### src/pkg/sdio_pkg.sv
// package for the servo drive discrete io supervisor
package sdio_pkg;
    // apb register byte offsets
    localparam logic [7:0] OFF_CTRL = 8'h00;
    localparam logic [7:0] OFF_GPO = 8'h04;
    localparam logic [7:0] OFF_STATUS = 8'h08;
    localparam logic [7:0] OFF_CAUSE = 8'h0c;
    localparam logic [7:0] OFF_STO_PERIOD = 8'h10;
    // ctrl field positions
    localparam int CTRL_GPO_SEL_LO = 0;
    localparam int CTRL_PQ_ASSIGN = 4;
    localparam int CTRL_COOLING_VAR = 5;
    localparam int CTRL_FB_REF = 6;
    localparam int CTRL_MON_SEL_LO = 8;
    localparam int CTRL_TUNE_SRC_LO = 12;
    localparam int CTRL_TUNE_SW_LO = 14;
    localparam logic [31:0] CTRL_RST = 32'h0000_0000;
    // clock and output toggle limit
    localparam int CLK_HZ = 250_000_000;
    localparam int FAST_MAX_HZ = 5_000;
    localparam int FAST_HOLD_CYC = CLK_HZ / FAST_MAX_HZ;
    // default period between required safe torque off tests, in cycles
    localparam logic [31:0] STO_PERIOD_RST = 32'h0100_0000;
    // tuning profile codes
    localparam logic [1:0] TUNE_DYNAMIC = 2'h0;
    localparam logic [1:0] TUNE_BALANCED = 2'h1;
    localparam logic [1:0] TUNE_SMOOTH = 2'h2;
    // tuning source codes
    localparam logic [1:0] TSRC_SW = 2'h0;
    localparam logic [1:0] TSRC_FIELDBUS = 2'h1;
    localparam logic [1:0] TSRC_PINS = 2'h2;
    // supervisor states
    typedef enum logic [2:0] {
        SDIO_EVAL = 3'b001,
        SDIO_RUN = 3'b010,
        SDIO_LOCK = 3'b100
    } sdio_state_t;
    // apb request and answer
    typedef struct packed {
        logic psel;
        logic penable;
        logic pwrite;
        logic [7:0] paddr;
        logic [31:0] pwdata;
    } sdio_apb_req_t;
    typedef struct packed {
        logic [31:0] prdata;
        logic pready;
        logic pslverr;
    } sdio_apb_rsp_t;
    // settings handed to the control loops
    typedef struct packed {
        logic motor_en;
        logic [1:0] param_set;
        logic pq_active;
        logic [1:0] tuning;
        logic fb_ref;
        logic [3:0] mon_sel;
        logic gate_off;
    } sdio_loop_t;
endpackage : sdio_pkg

### src/hdl/sdio_supervisor.sv
// discrete input/output supervisor of a servopump drive
//
// The register offsets and the APB interface to the registers were chosen for this implementation.
`timescale 1ns/1ps
module sdio_supervisor #(
    parameter int HOLD_CYC = sdio_pkg::FAST_HOLD_CYC
) (
    input wire logic mclk,
    input wire logic rst_n,
    input wire sdio_pkg::sdio_apb_req_t apb_req,
    output sdio_pkg::sdio_apb_rsp_t apb_rsp,
    input wire logic control_enable_in,
    input wire logic param_set_sel0,
    input wire logic param_set_sel1,
    input wire logic alarm_clear_in,
    input wire logic pq_enable_in,
    input wire logic tuning_sel0,
    input wire logic tuning_sel1,
    input wire logic safety_channel_a,
    input wire logic safety_channel_b,
    input wire logic [3:0] fault_cond_in,
    input wire logic pump_hot_in,
    input wire logic maint_due_in,
    input wire logic sto_diag_fault_in,
    input wire logic [1:0] fb_tuning_in,
    output logic fault_out,
    output logic advice_or_cooling_out,
    output logic maintenance_alert_out,
    output logic safety_integrity_out,
    output sdio_pkg::sdio_loop_t loop_out
);

    ////////////////////////////////////////////////////////////////////////
    // state record

    typedef struct packed {
        logic [8:0] s1;
        logic [8:0] s2;
        logic alm_prev;
        logic [8:0] prev;
        sdio_pkg::sdio_state_t st;
        logic [31:0] ctrl;
        logic [3:0] gpo;
        logic [31:0] sto_period;
        logic [31:0] sto_cnt;
        logic sto_expired;
        logic [3:0] alarms;
        logic fault_q;
        logic adv_q;
        logic maint_q;
        logic integ_q;
        logic [15:0] fault_hold;
        logic [15:0] maint_hold;
        sdio_pkg::sdio_loop_t loop;
        sdio_pkg::sdio_apb_rsp_t rsp;
    } sdio_regs_t;

    sdio_regs_t r_q;
    sdio_regs_t r_d;

    // input order in the sync vectors
    localparam int I_EN = 0;
    localparam int I_PS0 = 1;
    localparam int I_PS1 = 2;
    localparam int I_ALM = 3;
    localparam int I_PQ = 4;
    localparam int I_TS0 = 5;
    localparam int I_TS1 = 6;
    localparam int I_STA = 7;
    localparam int I_STB = 8;
    localparam logic [15:0] HOLD_LAST = 16'(HOLD_CYC - 1);

    // every discrete input in one vector, bit order as listed above;
    // the whole vector walks through the same two sync stages
    logic [8:0] pins;
    assign pins = {
        safety_channel_b,
        safety_channel_a,
        tuning_sel1,
        tuning_sel0,
        pq_enable_in,
        alarm_clear_in,
        param_set_sel1,
        param_set_sel0,
        control_enable_in
    };

    // pin pair to tuning profile, an unused code keeps dynamic
    function automatic logic [1:0] sdio_tune_code(input logic [1:0] pin);
        logic [1:0] v;
        v = sdio_pkg::TUNE_DYNAMIC;
        case (pin)
            2'h1: v = sdio_pkg::TUNE_BALANCED;
            2'h2: v = sdio_pkg::TUNE_SMOOTH;
            default: v = sdio_pkg::TUNE_DYNAMIC;
        endcase
        return v;
    endfunction : sdio_tune_code

    // rate limiter: a change passes only when the hold time has elapsed
    // a level wanted for less than the hold after a change is never shown,
    // which keeps a chattering cause off the fast outputs
    function automatic logic [16:0] sdio_limit(input logic cur,
            input logic want, input logic [15:0] hold);
        logic [16:0] v;
        v = {cur, hold};
        if (hold != 16'h0000) begin
            v = {cur, 16'(hold - 16'h0001)};
        end else if (want != cur) begin
            v = {want, HOLD_LAST};
        end
        return v;
    endfunction : sdio_limit

    ////////////////////////////////////////////////////////////////////////
    // next state

    always_comb begin
        logic sto_on;
        logic alm_rise;
        logic any_fault;
        logic test_seen;
        logic want_fault;
        logic want_adv;
        logic want_maint;
        logic want_integ;
        logic [1:0] tsrc;
        logic [16:0] lim;
        logic acc;
        logic [31:0] stat;
        sto_on = 1'b0;
        alm_rise = 1'b0;
        any_fault = 1'b0;
        test_seen = 1'b0;
        want_fault = 1'b0;
        want_adv = 1'b0;
        want_maint = 1'b0;
        want_integ = 1'b0;
        tsrc = 2'h0;
        lim = 17'h0_0000;
        acc = 1'b0;
        stat = 32'h0000_0000;
        r_d = r_q;

        // two stage input sync, second stage alone is read
        // the third copy, prev, exists only to see the step into both low
        r_d.s1 = pins;
        r_d.s2 = r_q.s1;
        r_d.prev = r_q.s2;
        r_d.alm_prev = r_q.s2[I_ALM];
        alm_rise = r_q.s2[I_ALM] & ~r_q.alm_prev;

        // safe torque off needs both channels low
        sto_on = ~r_q.s2[I_STA] & ~r_q.s2[I_STB];

        // a test is an engage of safe torque off; it restarts the period
        // a channel dropped alone is no test; only the step into both low
        test_seen = sto_on & (r_q.prev[I_STA] | r_q.prev[I_STB]);
        if (test_seen) begin
            r_d.sto_cnt = 32'h0000_0000;
            r_d.sto_expired = 1'b0;
        end else if (r_q.sto_cnt >= r_q.sto_period) begin
            r_d.sto_expired = 1'b1;
        end else begin
            r_d.sto_cnt = r_q.sto_cnt + 32'h0000_0001;
        end

        // latch fault causes; a new cause beats a clear in the same cycle
        // a cause still present at the clear stays latched
        if (alm_rise) begin
            r_d.alarms = fault_cond_in;
        end else begin
            r_d.alarms = r_q.alarms | fault_cond_in;
        end
        any_fault = (r_q.alarms != 4'h0);

        // loop settings
        r_d.loop.motor_en = r_q.s2[I_EN] & ~sto_on & ~r_q.sto_expired
            & (r_q.st == sdio_pkg::SDIO_RUN);
        r_d.loop.param_set = {r_q.s2[I_PS1], r_q.s2[I_PS0]};
        r_d.loop.pq_active = r_q.ctrl[sdio_pkg::CTRL_PQ_ASSIGN]
            ? r_q.s2[I_PQ] : 1'b1;
        tsrc = r_q.ctrl[sdio_pkg::CTRL_TUNE_SRC_LO +: 2];
        case (tsrc)
            sdio_pkg::TSRC_FIELDBUS: r_d.loop.tuning =
                sdio_tune_code(fb_tuning_in);
            sdio_pkg::TSRC_PINS: r_d.loop.tuning =
                sdio_tune_code({r_q.s2[I_TS1], r_q.s2[I_TS0]});
            default: r_d.loop.tuning =
                sdio_tune_code(r_q.ctrl[sdio_pkg::CTRL_TUNE_SW_LO +: 2]);
        endcase
        r_d.loop.fb_ref = r_q.ctrl[sdio_pkg::CTRL_FB_REF];
        r_d.loop.mon_sel = r_q.ctrl[sdio_pkg::CTRL_MON_SEL_LO +: 4];
        r_d.loop.gate_off = sto_on;

        // status functions, or software levels when reassigned
        want_fault = ~(any_fault | sto_on);
        want_adv = r_q.ctrl[sdio_pkg::CTRL_COOLING_VAR]
            ? pump_hot_in : r_q.sto_expired;
        want_maint = maint_due_in;
        want_integ = sto_diag_fault_in;
        if (r_q.ctrl[sdio_pkg::CTRL_GPO_SEL_LO]) begin
            want_fault = r_q.gpo[0];
        end
        if (r_q.ctrl[sdio_pkg::CTRL_GPO_SEL_LO + 1]) begin
            want_adv = r_q.gpo[1];
        end
        if (r_q.ctrl[sdio_pkg::CTRL_GPO_SEL_LO + 2]) begin
            want_maint = r_q.gpo[2];
        end
        if (r_q.ctrl[sdio_pkg::CTRL_GPO_SEL_LO + 3]) begin
            want_integ = r_q.gpo[3];
        end

        // supervisor state: outputs stay inactive until evaluated
        // the locked state keeps every output alive, only the motor stops
        case (r_q.st)
            sdio_pkg::SDIO_EVAL: begin
                r_d.st = sdio_pkg::SDIO_RUN;
            end
            sdio_pkg::SDIO_RUN: begin
                if (r_q.sto_expired) begin
                    r_d.st = sdio_pkg::SDIO_LOCK;
                end
                lim = sdio_limit(r_q.fault_q, want_fault, r_q.fault_hold);
                r_d.fault_q = lim[16];
                r_d.fault_hold = lim[15:0];
                lim = sdio_limit(r_q.maint_q, want_maint, r_q.maint_hold);
                r_d.maint_q = lim[16];
                r_d.maint_hold = lim[15:0];
                r_d.adv_q = want_adv;
                r_d.integ_q = want_integ;
            end
            sdio_pkg::SDIO_LOCK: begin
                if (test_seen) begin
                    r_d.st = sdio_pkg::SDIO_RUN;
                end
                lim = sdio_limit(r_q.fault_q, want_fault, r_q.fault_hold);
                r_d.fault_q = lim[16];
                r_d.fault_hold = lim[15:0];
                lim = sdio_limit(r_q.maint_q, want_maint, r_q.maint_hold);
                r_d.maint_q = lim[16];
                r_d.maint_hold = lim[15:0];
                r_d.adv_q = want_adv;
                r_d.integ_q = want_integ;
            end
            default: r_d.st = sdio_pkg::SDIO_EVAL;
        endcase

        // status word, one field to a line
        stat[15] = r_q.fault_q;
        stat[14] = r_q.adv_q;
        stat[13] = r_q.maint_q;
        stat[12] = r_q.integ_q;
        stat[11] = r_q.loop.motor_en;
        stat[10] = sto_on;
        stat[9] = r_q.sto_expired;
        stat[8] = r_q.loop.pq_active;
        stat[7:6] = r_q.loop.param_set;
        stat[5:4] = r_q.loop.tuning;
        stat[3:1] = r_q.st;

        // apb slave: answer in the access cycle, zero wait states
        // pready is registered from the setup cycle, so it stands in the
        // access cycle; the write lands at the edge that ends that cycle
        r_d.rsp.pready = 1'b0;
        r_d.rsp.pslverr = 1'b0;
        r_d.rsp.prdata = 32'h0000_0000;
        acc = apb_req.psel & apb_req.penable & r_q.rsp.pready;
        if (apb_req.psel & ~apb_req.penable) begin
            r_d.rsp.pready = 1'b1;
            case (apb_req.paddr)
                sdio_pkg::OFF_CTRL: r_d.rsp.prdata = r_q.ctrl;
                sdio_pkg::OFF_GPO: r_d.rsp.prdata = {28'h0, r_q.gpo};
                sdio_pkg::OFF_STATUS: r_d.rsp.prdata = stat;
                sdio_pkg::OFF_CAUSE: r_d.rsp.prdata = {28'h0, r_q.alarms};
                sdio_pkg::OFF_STO_PERIOD: r_d.rsp.prdata = r_q.sto_period;
                default: r_d.rsp.pslverr = 1'b1;
            endcase
        end
        if (acc & apb_req.pwrite) begin
            case (apb_req.paddr)
                sdio_pkg::OFF_CTRL: r_d.ctrl = apb_req.pwdata;
                sdio_pkg::OFF_GPO: r_d.gpo = apb_req.pwdata[3:0];
                sdio_pkg::OFF_STO_PERIOD: r_d.sto_period = apb_req.pwdata;
                default: r_d.gpo = r_q.gpo;
            endcase
        end
    end

    ////////////////////////////////////////////////////////////////////////
    // registers

    // one flop record; reset puts the status outputs at their idle levels
    // so nothing is announced before the first evaluation
    always_ff @(posedge mclk or negedge rst_n) begin
        if (!rst_n) begin
            r_q <= '0;
            r_q.st <= sdio_pkg::SDIO_EVAL;
            r_q.ctrl <= sdio_pkg::CTRL_RST;
            r_q.sto_period <= sdio_pkg::STO_PERIOD_RST;
            r_q.s1 <= 9'h180; // safety channels idle high
            r_q.s2 <= 9'h180;
            r_q.prev <= 9'h180;
            r_q.fault_q <= 1'b1; // fault output idles at no fault
            r_q.loop.pq_active <= 1'b1;
        end else begin
            r_q <= r_d;
        end
    end

    // outputs straight from flops
    assign apb_rsp = r_q.rsp;
    assign fault_out = r_q.fault_q;
    assign advice_or_cooling_out = r_q.adv_q;
    assign maintenance_alert_out = r_q.maint_q;
    assign safety_integrity_out = r_q.integ_q;
    assign loop_out = r_q.loop;

endmodule : sdio_supervisor

### config.mk
export PLATFORM = sky130hd
export DESIGN_NAME = sdio_supervisor
export DESIGN_NICKNAME = d
export VERILOG_FILES = /design/src/pkg/sdio_pkg.sv /design/src/hdl/sdio_supervisor.sv
export SDC_FILE = /design/constraint.sdc
export NUM_CORES = 1
export LEC_CHECK = 0
export ABC_AREA = 1
export BUFFER_PORTS_ARGS = -buffer_cell sky130_fd_sc_hd__buf_2
export CAP_MARGIN = 15
export CORE_AREA = 2 2 207 229
export DETAILED_ROUTE_END_ITERATION = 8
export DIE_AREA = 0 0 209 231
export GPL_ROUTABILITY_DRIVEN = 0
export SLEW_MARGIN = 10
export SYNTH_ARGS = -nofsm -noshare
export SYNTH_HDL_FRONTEND = slang
export SYNTH_SLANG_ARGS = --single-unit
### constraint.sdc
create_clock -name mclk -period 2.2 [get_ports mclk]
set_clock_uncertainty 0.15 [all_clocks]
set_input_delay 0.55 -clock mclk [delete_from_list [all_inputs] [get_ports mclk]]
set_output_delay 0.55 -clock mclk [all_outputs]
set_load 0.05 [all_outputs]
## Word level (Yosys, flattened, before mapping)

Index checks and enable logic that the tools add are counted.

- Bits in registers: 218
- Input bits: 63

- Bitwise logic cells: 22
- Add/subtract/negate cells: 3
- Reductions and logical operators: 17
- Muxes and demuxes: 24
- Eq/ne operators: 20
- $lt $le $gt $ge: 1

Operators by type and width:

| kind | number |
|---|---|
| 32-bit one-hot mux with 5 select lines | 1 |
| 16-bit two-way mux | 4 |
| 34-bit two-way mux | 1 |
| 33-bit two-way mux | 1 |
| 32-bit by 1-bit adder with 32-bit output, second input constant | 1 |
| 32-bit greater-or-equal comparator | 1 |
| 32-bit two-way mux | 1 |
| 16-bit nonzero test | 2 |
| 16-bit by 1-bit subtractor with 16-bit output, second input constant | 2 |
| 8-bit by 4-bit equality test with 1-bit output, second input constant | 2 |
| 2-bit one-hot mux with 2 select lines | 4 |
| 2-bit AND reduction | 6 |
| 1-bit bitwise AND | 10 |
| 1-bit inverter | 9 |
| 3-bit one-hot mux with 3 select lines | 1 |
| 2-bit by 1-bit equality test with 1-bit output, second input constant | 4 |
| 2-bit equality test, second input constant | 4 |
| 8-bit by 3-bit equality test with 1-bit output, second input constant | 1 |
| 8-bit by 5-bit equality test with 1-bit output, second input constant | 1 |
| 8-bit logical NOT | 1 |
| 1-bit two-way mux | 8 |
| 3-bit two-way mux | 2 |
| 2-bit != test, second input constant | 3 |
| 3-bit AND reduction | 2 |
| other kinds (11) | 15 |

## Depth between registers and ports, before layout

Gate-level depths: netlist of the first run.

- Depth in word-level cells: 8
- Mapped depth: 16
- Gate-level depth less buffers: 15

## Worst setup path after synthesis of the first run

No wires, ideal clock.

- Path type: flip-flop to flip-flop
- Start point: reg r_q[114] (netlist name)
- End point: reg r_q[100] (netlist name)
- Path slack: 0.223 ns
- Data arrival time: 1.760 ns
- Data required time: 1.983 ns
- Cell stages (with the launch flop): 9
- Clock period less this slack: 1.977 ns
- Cell sequence: dfrtp_1 -> ha_1 -> a21o_1 -> o21ai_1 -> nand2_1 -> a21oi_2 -> clkbuf_1 -> nand4_1 -> nand2_1

- Word-level cells in the longest chain between the ends: 2

Ends and longest elaborated chain:

| element | line | text |
|---|---|---|
| start, declared | sdio_supervisor.sv:58 | `sdio_regs_t r_q;` |
| start signal, assigned | sdio_supervisor.sv:308 | `r_q <= r_d;` |
| 32-bit greater-or-equal comparator | sdio_supervisor.sv:162 | `end else if (r_q.sto_cnt >= r_q.sto_period) begin` |
| 2-bit != test (no line) | n/a |  |

No other way between the ends.
A chain may end at the register's enable or synchronous reset.

## Worst setup path after layout of the first run

- Start point: reg r_q, in the netlist fault_out
- End point: out fault_out

RTL lines:

| element | line | text |
|---|---|---|
| end, declared | sdio_supervisor.sv:26 | `output logic fault_out,` |

No word-level cell between the ends.

==> results_dict.tcl, run 1 <==
set metrics [dict create \
    p_per_area_nw_per_um2 856 \
    yosys_register_bits 211 \
    drive_gt1_share_pct 17.2 \
    slowest_delay_ps 610 \
    area_delta_synth_final_pct 22.1 \
    relSlewSlack_pct 58.0 \
    worst_path_max_delay_cell "dfstp_2" \
    setup_viol 0 \
    layout_min_cycle_time_ps 2140 \
    drcViolationCount 0 \
    critical_path_buf_inv_count 1 \
    fin_crit_sh_pct 97.4 \
    coreArea_um2 46200 \
    synth_warnings 0 \
    synth_top_area_cell "dfrtp_1" \
    syn_area_um2 11300 \
    fp.dieArea_um2 48300 \
    nets 1695 \
    syn-num-nets 1563 \
    grt_max_degree 65 \
    synthTopCellsByArea "dfrtp_1 (44%), nand2_1 (14%), inv_1 (6.1%), nor2_1 (4.3%), ha_1 (4.3%)" \
    leakagePower_nw 7.04 \
    drtPass1Iterations 5 \
    fin_ws_ps 56.1 \
    stdcell_area_um2 13800 \
    die_w_um 209 \
    synth_top_area_share_pct 44.4 \
    worst-path-max-fanout 4 \
    ys_seq_area_share_pct 46.7 \
    cts_root_buffer "clkbuf_16" \
    drv_slew 0 \
    cts_buffers 26 \
    cts_setup_buffers 0 \
    comb_power_share_pct 22.9 \
    wirelength_um 31700 \
    drtAntennaViolNets 0 \
    avgRoutedWirePerCell_um 14.4 \
    synthCells 1461 \
    clk_pin_slew_ps 60 \
    swShare_pct 32.3 \
    dp.final_hpwl_um 24000 \
    start_util_pct 24.5 \
    fp.dieH_um 231 \
    worst_setup_path_start_kind "register" \
    p_int_mw 8.02 \
    drtIter0Drc 509 \
    hold_class "input port to register" \
    synth_flop_cell "dfrtp_1" \
    status "complete, no violations" \
    cts.sinks 211 \
    placed_area_um2 12800 \
    grt_use_total_pct 13.1 \
    grt_overflow 0 \
    fin_total_pwr_mw 11.8 \
    io_buffers 112 \
    cts_tree "built" \
    utilization_pct 30.0 \
    cp-end-kind "output pin" \
    dp_cells 2150 \
    clockPowerShare_pct 38.4 \
    preCtsSetupSlack_ps 22.1 \
    maxCapViolCount 0 \
    rows 83 \
    fin_cells 2210 \
    grt_pass1_wl_um 50400 \
    htreeDepth 1 \
    cp.arrival_ps 1440 \
    vias_per_cell 4.41 \
    pin_count 113 \
    path_cells "buf_2" \
    synth_cell_types 41 \
    critPathRequiredTime_ps 1500 \
    critical_path.top_delay_family "flip-flops" \
    finalHoldViolCount 0 \
    clock_path_buffers 3 \
    synth_edf_count 0 \
    num_vias 9752 \
    p_switching_mw 3.83 \
    syn_area_per_cell_um2 7.76 \
    tightestPinTransition_ps 627 \
    grt_pass1_vias 9442 \
    n_fill_cell 4896 \
    clkLatencyLatePin_ps 550 \
    vdd_drop_max_mv 0.591 \
    antenna_found_initial 4 \
    worstSetupPathType "register to output pin" \
    rsz0062_at_grt "true" \
    max_freq_mhz 466 \
    seqPwrFrac_pct 38.7 \
    synthArstFlopShare_pct 100 \
]
==> Yosys cell counts (all sizes together) (13+ instances only) <==
cell,n
nand4,44
clkbuf,21
a21oi,37
nor2,141
nand2,436
ha,39
buf,69
dfrtp,201
inv,189
xnor2,13
nand3,97
o21ai,97
==> sequential cells by signal, indices dropped and copies added (netlist names) <==
register               count
advice_or_cooling_out      1
apb_rsp                   34
fault_out                  1
loop_out                  11
maintenance_alert_out      1
r_d                       23
r_q                      139
safety_integrity_out       1
==> power by group through the flow <==
stage	registers, mW	clock network (mW)	logic (mW)
floorplan	4.63	0	1.92
global placement	4.63	0	2.64
detailed placement	4.64	0	2.70
CTS	4.58	4.70	2.73
global route	4.63	4.84	3.13
finish	4.58	4.55	2.71
==> cells in the final DEF, fill, tap and decap left out, types with 8 or more instances in the layout <==
| cell type | count |
|---|---|
| ha_1 | 39 |
| buf_2 | 111 |
| nand2_2 | 8 |
| clkbuf_16 | 26 |
| o21ai_1 | 37 |
| nor2_2 | 12 |
| nand3_1 | 95 |
| nor3_1 | 8 |
| dfrtp_1 | 201 |
| dfstp_2 | 10 |
| a21oi_1 | 35 |
| buf_4 | 59 |
| buf_12 | 12 |
| nor2_1 | 128 |
| dlygate4sd3_1 | 10 |
| xnor2_1 | 13 |
| nand2_1 | 426 |
| o21ai_0 | 59 |
| xor2_1 | 12 |
| inv_1 | 182 |
| nand4_1 | 44 |
==> timing repair <==
action                                  4_1_cts  5_1_grt
resized for setup                             0        9
endpoints found under the hold margin        56        0
hold buffers                                 10        0
endpoints found under the setup margin        0       40
==> routing by layer <==
layer | part of all wire, % | up-vias | track usage, % | wire length (um)
met5 | 0.041 | - | 0 | 13
met1 | 45 | 4637 | 17.0 | 14300
met3 | 4.9 | 39 | 2.08 | 1560
met2 | 48 | 208 | 22.4 | 15100
met4 | 2.4 | 2 | 4.11 | 752
li1 | - | 4866 | - | -
==> final cells by class <==
cell class,count,area (um^2),area share (%)
Tap cell,595,744,5.38
Timing Repair Buffer,194,1370,9.86
Inverter,189,709,5.13
Sequential cell,211,5290,38.2
Antenna cell,3,7.51,0.0542
Multi-Input combinational cell,971,4810,34.8
Clock inverter,13,190,1.37
Clock buffer,34,721,5.21
==> metrics by stage <==
| stage | TNS [ps] | hold WS (ps) |
|---|---|---|
| detailed placement | 0 | 186 |
| global route | -443 | 31.9 |
| global placement | 0 | 184 |
| finish | 0 | 37.5 |
| floorplan | 0 | 104 |
| CTS | 0 | 3.97 |
==> path summary, 6_finish.rpt <==
kind	startpoint	to	slack, ps	depth (start not counted)
max in group asynchronous	rst_n	r_q[143]	810	3
worst max register to register	r_q[146]	r_q[86]	130	10
worst min register to register	r_d[200]	r_d[190]	200	0
worst min-delay path	apb_req[41]	apb_rsp[0]	40	2
min in group asynchronous	rst_n	r_d[202]	410	2
worst max-delay path	fault_out	fault_out	60	1
==> logic make-up (layout without fill, tap and decap cells) <==
group                    Yosys count  in the layout  synth area share [%]
XOR/XNOR                          25             25                  1.93
buffers and inverters            279            430                  11.2
adder cells (fa/ha/maj)           39             39                  4.31
flip-flops                       211            211                  46.7
other                              0              3                     0
AND/OR/NAND/NOR                  741            741                  27.8
AO/OA/AOI/OAI                    166            166                  8.16
Power figures use the tool's default switching activity.
==> run 2: changes to the inputs <==
--- a/config.mk
+++ b/config.mk
@@ -8,10 +8,11 @@
 export ABC_AREA = 1
 export BUFFER_PORTS_ARGS = -buffer_cell sky130_fd_sc_hd__buf_2
 export CAP_MARGIN = 15
-export CORE_AREA = 2 2 207 229
+export CORE_AREA = 2 2 216 218
 export DETAILED_ROUTE_END_ITERATION = 8
-export DIE_AREA = 0 0 209 231
+export DIE_AREA = 0 0 218 220
 export GPL_ROUTABILITY_DRIVEN = 0
+export MAX_ROUTING_LAYER = met4
 export SLEW_MARGIN = 10
 export SYNTH_ARGS = -nofsm -noshare
 export SYNTH_HDL_FRONTEND = slang
==> constraint.sdc (replaced) <==
create_clock -name mclk -period 2.25 [get_ports mclk]
set_clock_uncertainty 0.15 [all_clocks]
set_input_delay 0.5625 -clock mclk [delete_from_list [all_inputs] [get_ports mclk]]
set_output_delay 0.5625 -clock mclk [all_outputs]
set_load 0.05 [all_outputs]
==> run 2 against run 1 <==
  * Hold slack better by 3.1 ps
  * Die area decreased by 0.66%
  * Final cell count unchanged
  * Count of clock-buffer cells in the layout decreased by 3
  * Via count increased by 0.41%
  * Register-to-register slack about the same
  * Core utilization is 0.12 points lower
  * Sequential power down 2%
  * Clock power is 8.8% lower
  * Sequential share of layout area rose by 0.45 points
  * First-iteration DRC count up 46%
  * Design area decreased by 1.1%
==> results_dict.tcl, run 2 (synthesized netlist as in run 1, its figures left out) <==
set metrics [dict create \
    status "complete, no violations" \
    layout_common_cells "nand2_1 (425), dfrtp_1 (200), inv_1 (182), nor2_1 (128), buf_2 (111)" \
    slowest_delay_ps 590 \
    diodes 0 \
    fin_cells 2210 \
    avgRoutedWirePerCell_um 14.4 \
    whs_path_depth 2 \
    clkLatencyLatePin_ps 560 \
    reg2reg_depth 13 \
    largest_reg_flops 139 \
    pin_count 113 \
    p_per_area_nw_per_um2 825 \
    setup_viol 0 \
    n_fill_cell 4975 \
    dp_cells 2150 \
    fin_ws_ps 112 \
    vdd_drop_max_mv 0.508 \
    worst_path_max_delay_cell "dfstp_2" \
    drv_slew 0 \
    clk_pin_slew_ps 60 \
    reg2reg_to "r_q[109]" \
    layout_min_cycle_time_ps 2140 \
    cp.arrival_ps 1430 \
    area_delta_synth_final_pct 20.7 \
    htreeDepth 1 \
    worstHoldEndpoint "apb_rsp[0]" \
    leakagePower_nw 6.94 \
    critical_path.top_delay_family "flip-flops" \
    drtIter0Drc 743 \
    rsz0062_at_grt "true" \
    grt_overflow 0 \
    grt_max_degree 66 \
    max_freq_mhz 468 \
    hp-start "apb_req[41]" \
    fin_total_pwr_mw 11.3 \
    fin_crit_sh_pct 95.0 \
    preCtsSetupSlack_ps -47.2 \
    hold_class "input port to register" \
    start_util_pct 24.7 \
    nets 1685 \
    num_vias 9792 \
    regMostFlops "r_q" \
    cts_buffers 26 \
    worst_setup_path_start_kind "register" \
    holdWs_ps 40.6 \
    clock_path_buffers 3 \
    grt_pass1_wl_um 50800 \
    drtPass1Iterations 5 \
    antenna_found_initial 0 \
    cts_tree "built" \
    cts_root_buffer "clkbuf_16" \
    fp.dieArea_um2 48000 \
    path_cells "buf_2" \
    cts.sinks 211 \
    drive_gt1_share_pct 16.9 \
    dp.final_hpwl_um 23600 \
    cp-end-kind "output pin" \
    critPathRequiredTime_ps 1540 \
    grt_pass1_vias 9306 \
    grt_use_total_pct 13.6 \
    coreArea_um2 45900 \
    worstSetupPathType "register to output pin" \
    fp.dieH_um 220 \
    rows 79 \
    critical_path_buf_inv_count 1 \
    final_common_cell "nand2_1" \
    finalHoldViolCount 0 \
    drtAntennaViolNets 0 \
    tightestPinTransition_ps 502 \
    worst-path-max-fanout 4 \
    reg2reg_from "r_q[136]" \
    r2r_slack_ps 120 \
    maxCapViolCount 0 \
    die_w_um 218 \
    wirelength_um 31800 \
    vias_per_cell 4.43 \
    setup-tns-final_ps 0 \
    drcViolationCount 0 \
    io_buffers 112 \
    relSlewSlack_pct 66.5 \
]
-- run 2: cell types whose count changed in the layout (fill, tap and decap cells not counted), moves of 2 or more --
cell / change
buf_12: -4
buf_4: -7
bufinv_16: -2
clkbuf_8: -3
clkinv_2: +2
clkinvlp_4: +4
diode_2: -3
-- run 2: final cells by class --
cell class                      instances  area (um^2)  area share, %
Clock buffer                           31          679           4.96
Clock inverter                         17          170           1.24
Inverter                              189          709           5.18
Multi-Input combinational cell        971         4810           35.2
Sequential cell                       211         5290           38.7
Tap cell                              607          759           5.55
Timing Repair Buffer                  184         1260           9.19
-- run 2: routing by layer --
| metal | track usage, % | wire length [um] | vias to the layer above | part of all wire [%] |
|---|---|---|---|---|
| li1 | - | - | 4854 | - |
| met1 | 19.3 | 15800 | 4619 | 50 |
| met2 | 20.3 | 13700 | 274 | 43 |
| met3 | 1.60 | 1560 | 45 | 4.9 |
| met4 | 4.20 | 720 | 0 | 2.3 |
| met5 | - | 0 | - | 0 |
-- run 2: how the worst max path moves through the flow --
stage / start / to / slack [ps] / depth (start not counted)
after floorplan: r_q[114] / r_q[100] / 270 / 8
after global placement: apb_req[39] / apb_rsp[15] / -20 / 10
after detailed placement: apb_req[39] / apb_rsp[17] / -50 / 9
after CTS: r_q[189] / r_q[60] / 60 / 7
after global routing: r_q[102] / r_q[95] / -30 / 12
final: fault_out / fault_out / 110 / 1
-- run 2: power by group --
| part | total, mW | internal, mW | switching (mW) |
|---|---|---|---|
| Clock | 4.15 | 2.41 | 1.74 |
| Combinational | 2.64 | 0.951 | 1.69 |
| Sequential | 4.50 | 4.14 | 0.357 |
| Total | 11.3 | 7.50 | 3.79 |
-- run 2: timing repair --
| action | CTS | global route |
|---|---|---|
| hold buffers | 10 | 0 |
| setup buffers | 0 | 1 |
| resized for setup | 0 | 11 |
| endpoints found under the hold margin | 36 | 0 |
| setup endpoints to repair | 0 | 39 |
-- run 2: stage by stage --
stage,area (um^2),util (%)
final,13700,29.8
after global routing,13700,29.8
after global placement,12700,27.6
after detailed placement,12700,27.6
after floorplan,11300,-
after CTS,13600,29.7
